<file path="src/rtl/dsp_pkg.sv">
// package for the digital i/o, scan capture, pattern and trigger block
// assumes one 100 MHz core clock shared by every file of the block
package dsp_pkg;
  localparam int CLK_MHZ = 100;
  localparam int GROUPS = 3;
  localparam int LINES = 24;
  // pacing divider bounds: one update per second down to 1 MHz
  localparam int PAT_SLOW_S = 1;
  localparam int PAT_FAST_MHZ = 1;
  localparam int PAT_MIN_DIV = CLK_MHZ / PAT_FAST_MHZ;
  localparam int PAT_MAX_DIV = PAT_SLOW_S * CLK_MHZ * 1000000;
  localparam int PAT_DIV_W = 27;
  // trigger latency bound in ns and the cycles it allows
  localparam int TRIG_LAT_NS = 1000;
  localparam int TRIG_LAT_CYC = TRIG_LAT_NS * CLK_MHZ / 1000;
  localparam logic [1:0] DIR_RESET = 2'h0;
  localparam logic [15:0] THR_RESET = 16'h0;
  localparam logic [7:0] OUT_RESET = 8'h0;

  typedef enum logic [1:0] {
    TRG_IDLE = 2'b00,
    TRG_PRIME = 2'b01,
    TRG_WAIT = 2'b10,
    TRG_FIRED = 2'b11
  } dsp_trg_state_t;

  typedef enum logic {
    SMP_PER_SCAN = 1'b0,
    SMP_PER_SLOT = 1'b1
  } dsp_smp_mode_t;

  // one captured scan word set
  typedef struct packed {
    logic [23:0] lines;
    logic perSlot;
  } dsp_sample_t;

  // analog trigger settings
  typedef struct packed {
    logic [15:0] level;
    logic [15:0] hyst;
    logic falling;
  } dsp_trig_cfg_t;
endpackage

</file>
<file path="src/rtl/dsp_digital_io.sv">
// 24-line digital i/o with scan capture, pattern output and analog trigger
// assumes pins and scan strobes synchronous to core_clk; the comparator
// input is an already digitised first-channel sample
`timescale 1ns/1ns
`default_nettype none
module dsp_digital_io (
  // clock and reset
  input wire logic core_clk,
  input wire logic rst,
  input wire logic clkEn,
  // pins
  input wire logic [23:0] pinIn,
  output logic [23:0] pinOut,
  output logic [23:0] pinOe,
  // host direct access
  input wire logic [2:0] dirOut,
  input wire logic [2:0] outWrEn,
  input wire logic [23:0] outWrData,
  output logic [23:0] hostRdData,
  // scan sequencer
  input wire logic scanStart,
  input wire logic convSlot,
  input wire logic scanHasAnalog,
  input wire logic digRateTick,
  input wire dsp_pkg::dsp_smp_mode_t smpMode,
  output dsp_pkg::dsp_sample_t scanSample,
  output logic scanValid,
  // pattern generation
  input wire logic patRun,
  input wire logic [dsp_pkg::PAT_DIV_W-1:0] patDivide,
  input wire logic [15:0] patData,
  input wire logic patValid,
  output logic patReady,
  // analog trigger
  input wire dsp_pkg::dsp_trig_cfg_t trigCfg,
  input wire logic trigArm,
  input wire logic [15:0] firstChan,
  input wire logic firstChanValid,
  output logic trigFired,
  output dsp_pkg::dsp_trg_state_t trigState
);
  import dsp_pkg::*;

  logic [23:0] outVal_q;
  logic [23:0] rdSync_q;
  logic patTick;
  logic [15:0] patHold_q;
  logic patFull_q;
  logic cmpAbove_q;
  logic cmpValid_q;
  dsp_trg_state_t trg_q;
  logic cmpNow;
  logic [23:0] patWide;

  // group level enable; an input group never drives its pins
  function automatic logic [23:0] grpMask(input logic [2:0] g);
    grpMask = {{8{g[2]}}, {8{g[1]}}, {8{g[0]}}};
  endfunction

  // host output writes, group by group; pattern overrides groups 0 and 1
  // pattern word widened so every group slice stays in range
  assign patWide = {8'h00, patHold_q};
  genvar gi;
  generate
    for (gi = 0; gi < GROUPS; gi++) begin : g_out
      always_ff @(posedge core_clk or posedge rst) begin
        if (rst) begin
          outVal_q[gi*8 +: 8] <= OUT_RESET;
        end else if (clkEn) begin
          if (gi < 2 && patRun && patTick && patFull_q)
            outVal_q[gi*8 +: 8] <= patWide[gi*8 +: 8];
          else if (outWrEn[gi])
            outVal_q[gi*8 +: 8] <= outWrData[gi*8 +: 8];
        end
      end
    end
  endgenerate

  assign pinOut = outVal_q & grpMask(dirOut);
  assign pinOe = grpMask(dirOut);

  // registered host read path, separate from the scan capture
  always_ff @(posedge core_clk or posedge rst) begin
    if (rst)
      rdSync_q <= '0;
    else if (clkEn)
      rdSync_q <= pinIn;
  end
  assign hostRdData = rdSync_q;

  // scan capture: strobes ride existing slots, never add slots
  always_ff @(posedge core_clk or posedge rst) begin
    if (rst) begin
      scanSample <= '0;
      scanValid <= 1'b0;
    end else if (clkEn) begin
      scanValid <= 1'b0;
      if (scanHasAnalog) begin
        if (scanStart) begin
          scanSample.lines <= pinIn;
          scanSample.perSlot <= 1'b0;
          scanValid <= 1'b1;
        end else if (smpMode == SMP_PER_SLOT && convSlot) begin
          scanSample.lines <= {8'h00, pinIn[15:0]};
          scanSample.perSlot <= 1'b1;
          scanValid <= 1'b1;
        end
        // idle remainder: nothing captured
      end else if (digRateTick) begin
        scanSample.lines <= pinIn;
        scanSample.perSlot <= 1'b0;
        scanValid <= 1'b1;
      end
    end
  end

  dsp_pattern_clk u_pclk (
    .core_clk(core_clk),
    .rst(rst),
    .clkEn(clkEn),
    .run(patRun),
    .divide(patDivide),
    .tick(patTick)
  );

  // one-word holding stage; a new word is taken once the last is shown
  assign patReady = !patFull_q || patTick;
  always_ff @(posedge core_clk or posedge rst) begin
    if (rst) begin
      patHold_q <= '0;
      patFull_q <= 1'b0;
    end else if (clkEn) begin
      if (patValid && patReady) begin
        patHold_q <= patData;
        patFull_q <= 1'b1;
      end else if (patTick) begin
        patFull_q <= 1'b0;
      end
    end
  end

  // comparator with hysteresis band around the programmed level
  always_comb begin
    if (cmpAbove_q)
      cmpNow = 16'(firstChan + trigCfg.hyst) >= trigCfg.level;
    else
      cmpNow = firstChan >= 16'(trigCfg.level + trigCfg.hyst);
  end

  always_ff @(posedge core_clk or posedge rst) begin
    if (rst) begin
      cmpAbove_q <= 1'b0;
      cmpValid_q <= 1'b0;
    end else if (clkEn) begin
      if (firstChanValid) begin
        cmpAbove_q <= cmpNow;
        cmpValid_q <= 1'b1;
      end else if (trigArm) begin
        // a new arm forgets the old side, so a stale state cannot fire
        cmpValid_q <= 1'b0;
      end
    end
  end

  // arm first records the present side, then waits for a change
  always_ff @(posedge core_clk or posedge rst) begin
    if (rst) begin
      trg_q <= TRG_IDLE;
    end else if (clkEn) begin
      case (trg_q)
        TRG_IDLE: if (trigArm) trg_q <= TRG_PRIME;
        TRG_PRIME: if (cmpValid_q) trg_q <= TRG_WAIT;
        TRG_WAIT: begin
          if (firstChanValid && cmpNow != cmpAbove_q &&
              cmpNow == !trigCfg.falling)
            trg_q <= TRG_FIRED;
        end
        TRG_FIRED: if (trigArm) trg_q <= TRG_PRIME;
        default: trg_q <= TRG_IDLE;
      endcase
    end
  end
  assign trigFired = (trg_q == TRG_FIRED);
  assign trigState = trg_q;
endmodule
`default_nettype wire

</file>
<file path="src/rtl/dsp_pattern_clk.sv">
// programmable pacing divider for pattern output
// assumes divide value stays stable while running
`timescale 1ns/1ns
`default_nettype none
module dsp_pattern_clk (
  // clock and reset
  input wire logic core_clk,
  input wire logic rst,
  input wire logic clkEn,
  // control
  input wire logic run,
  input wire logic [dsp_pkg::PAT_DIV_W-1:0] divide,
  // pacing pulse
  output logic tick
);
  import dsp_pkg::*;
  logic [PAT_DIV_W-1:0] cnt_q;
  logic [PAT_DIV_W-1:0] lim;

  // clamp into the 1 MHz .. 1 Hz window
  always_comb begin
    if (divide < PAT_DIV_W'(PAT_MIN_DIV))
      lim = PAT_DIV_W'(PAT_MIN_DIV);
    else if (divide > PAT_DIV_W'(PAT_MAX_DIV))
      lim = PAT_DIV_W'(PAT_MAX_DIV);
    else
      lim = divide;
  end

  always_ff @(posedge core_clk or posedge rst) begin
    if (rst) begin
      cnt_q <= '0;
      tick <= 1'b0;
    end else if (clkEn) begin
      tick <= 1'b0;
      if (!run) begin
        cnt_q <= '0;
      end else if (cnt_q >= lim - 1'b1) begin
        cnt_q <= '0;
        tick <= 1'b1;
      end else begin
        cnt_q <= cnt_q + 1'b1;
      end
    end
  end
endmodule
`default_nettype wire

</file>
<file path="config.mk">
export PLATFORM = sky130hd
export DESIGN_NAME = dsp_digital_io
export DESIGN_NICKNAME = d
export VERILOG_FILES = /design/src/rtl/dsp_pkg.sv /design/src/rtl/dsp_digital_io.sv /design/src/rtl/dsp_pattern_clk.sv
export SDC_FILE = /design/constraint.sdc
export NUM_CORES = 1
export LEC_CHECK = 0
export BUFFER_PORTS_ARGS = -buffer_cell sky130_fd_sc_hd__buf_2
export CORE_MARGIN = 2
export CORE_UTILIZATION = 24
export DETAILED_ROUTE_END_ITERATION = 8
export PLACE_DENSITY = 0.44
export RECOVER_POWER = 50
export SLEW_MARGIN = 5
export SYNTH_ARGS = -nofsm -noshare
export SYNTH_HDL_FRONTEND = slang
export SYNTH_SLANG_ARGS = --single-unit
</file>
<file path="constraint.sdc">
create_clock -name core_clk -period 5.6 [get_ports core_clk]
set_input_delay 1.12 -clock core_clk [delete_from_list [all_inputs] [get_ports core_clk]]
set_output_delay 1.12 -clock core_clk [all_outputs]
set_load 0.03 [all_outputs]
</file>
==> results.toml <==
[layout]
drive_gt1_share_pct = 28.55
final_cells = 1708
fin_nets = 1483
diodes = 0
final_util_pct = 30.83
syn2layout_area_growth_pct = 26.30
fill_cells = 3936

[setup_path]
crit_fanout = 6
criticalPathCategory = "in -> reg"
cp_data_arrival_time_ps = 5560
worstSetupStartpointType = "input pin"
end_kind = "register"
reg2regPathDepth = 10
worstPathRequired_ps = 5940

[routing]
viasPerCell = 4.669
detail-route-antenna-nets = 0
totalWireLength_um = 26590
wl_met1_um = 12510
wl_per_cell_um = 15.57
vias = 7974
remaining_drc_errors = 0
wl_met3_um = 1256
route.met2.wl_um = 12540
top_layer = "met5"
first_pass_iters = 4
first_iter_violations = 417

[logic_synthesis]
mappedNetlistNets = 1225
synth.most_common_cell = "dfrtp_1"
yosys-top-cells-count = "dfrtp_1, ha_1, nand2_1, a21oi_1, nor2_1"
ys.warnings.count = 0
ys_ff_latch = 123
syn_area_per_cell_um2 = 9.236
synth_cell_types = 71
yosys-top-cells-area = "dfrtp_1, ha_1, mux2_2"
async_reset_ff_share_pct = 100.0
synth_edf_count = 0
synth_ff_type = "dfrtp_1"
synth_top_area_cell = "dfrtp_1"
synthCells = 970
ys_seq_area_share_pct = 34.36
syn-cell-area_mm2 = 0.008959
synth_top_area_share_pct = 34.36

[global_routing]
grt_max_degree = 69
grt_pass1_wl_um = 42300
overflow = 0
grt_antenna_before_repair = 1
grt_pass1_vias = 7938
track_usage_pct = 13.62

[cts]
clk_latency_ps = 420
cts_sinks = 123
tritoncts = "built"
path_clk_slew_ps = 60
post_cts_resized = 0
hold_buffers = 0
clockRootBuffer = "clkbuf_16"
cts_buffers = 17
htreeDepth = 4
postCtsSetupBuffers = 0
cts_buffer_depth = 2

[status]
violations = "max-capacitance violations, max-slew violations"
outcome = "finished, violations left"

[sta]
period_share_pct = 93.34
finalCriticalPeriod_ps = 5227
slew_headroom_pct = -114.5
whs_ps = 474.4
slew_viol_final = 69
rsz0062_at_grt = "false"
finalWorstSetupSlack_ps = 373.2
worst_slew_pin_slew_ps = 3200
setup_viol_count_final = 0
fin_worst_skew_ps = 10.27
hold_violations = 0
fmax_mhz = 191.3

[floorplanning]
io_pins = 260
die_area_mm2 = 0.03889
die_width_um = 197.2
die_h_um = 197.2
start_util_pct = 24.41
core_mm2 = 0.03670
rows = 70

[placement]
post-dp-hpwl_um = 21220
port_buffers = 259
dp_cells = 1677
gp_congestion = 0.8330
dp_slack_ps = -5.255

[worst_hold_path]
hold_path_depth = 2
hold_class = "reg -> reg"

[power_and_ir_drop]
power_density_mw_per_mm2 = 280.0
finalPower_uw = 3168
irDropWorstVdd_mv = 0.1812
p_leak_uw = 0.005353

[run]
maxCapViolCount = 1
## power by group
| part | switching [µW] | internal (µW) |
|---|---|---|
| logic | 559 | 366 |
| clock network | 439 | 702 |
| registers | 87.5 | 1010 |
## path summary, 6_finish.rpt
path                                      start               end  slack, ps
worst max-delay path              patDivide[11]  u_pclk.cnt_q[22]        370
worst min-delay path             scanSample[19]    scanSample[19]        470
max in group asynchronous                   rst    scanSample[22]       1840
worst max register to register  u_pclk.cnt_q[6]   u_pclk.cnt_q[9]       2860
min in group asynchronous                   rst     hostRdData[7]       1580
worst min register to register   scanSample[19]    scanSample[19]        470
## through the flow
| stage | area [µm²] | setup TNS (ps) |
|---|---|---|
| detailed placement | 10790 | -9.575 |
| global placement | 10790 | 0 |
| CTS | 11390 | 0 |
| global route | 11310 | 0 |
| finish | 11310 | 0 |
| floorplan | 8959 | 0 |
## metal layers
| metal | track usage [%] | vias up |
|---|---|---|
| met5 | 0 | - |
| met4 | 3.063 | 2 |
| li1 | - | 4012 |
| met1 | 17.93 | 3793 |
| met2 | 22.42 | 146 |
| met3 | 3.466 | 21 |
## final cells by class
cell class	count	area, µm²	area share, %
repair buffers	288	1441	12.74
clock buffers	18	429.2	3.793
flip-flops and latches	123	3078	27.20
inverters	36	136.4	1.205
multi-input cells	762	5477	48.40
well taps	468	585.6	5.175
clock inverters	13	167.7	1.482
## worst max-delay path, cell delays in order
cell	delay, ps
buf_2	110
or4_4	580
nor4_1	250
and4b_1	260
nor2_1	60
nand2_1	100
ha_1	170
nand2_1	80
a21oi_1	180
buf_4	160
nand4b_1	100
xor2_1	150
and2_1	160
ha_1	300
nand4_1	100
nor2_1	70
a211oi_1	230
a211oi_1	150
or3_1	460
or2_1	310
or3_1	360
o21ai_0	70
## state kept, by name, indices dropped and copies added (netlist names)
register      cells
u_pclk.cnt_q     27
scanSample       25
hostRdData       24
outVal_q         24
patHold_q        16
trigState         2
cmpAbove_q        1
cmpValid_q        1
patFull_q         1
scanValid         1
u_pclk.tick       1
## cells in the final DEF, fill, tap and decap left out, drive strengths merged, types with 4 or more instances in the layout
master,n
a211oi,11
a21o,16
a21oi,71
a31oi,23
and2,28
and3,10
buf,235
clkbuf,71
clkinv,4
dfrtp,123
ha,95
inv,39
mux2,65
nand2,85
nand2b,12
nand3,35
nand3b,4
nand4,11
nand4b,4
nor2,70
nor2b,8
nor3,23
nor4,12
o21a,9
o21ai,49
o21bai,4
o22ai,19
or2,6
or3,8
xnor2,23
xor2,23
## cell families after synthesis
kind of cell,share of synthesized area (%)
fa+ha+maj,13.72
mux,8.394
simple gates,18.72
xor+xnor,4.497
buf+inv,4.707
compound gates,15.61
flops,34.36
Power figures use the tool's default switching activity.
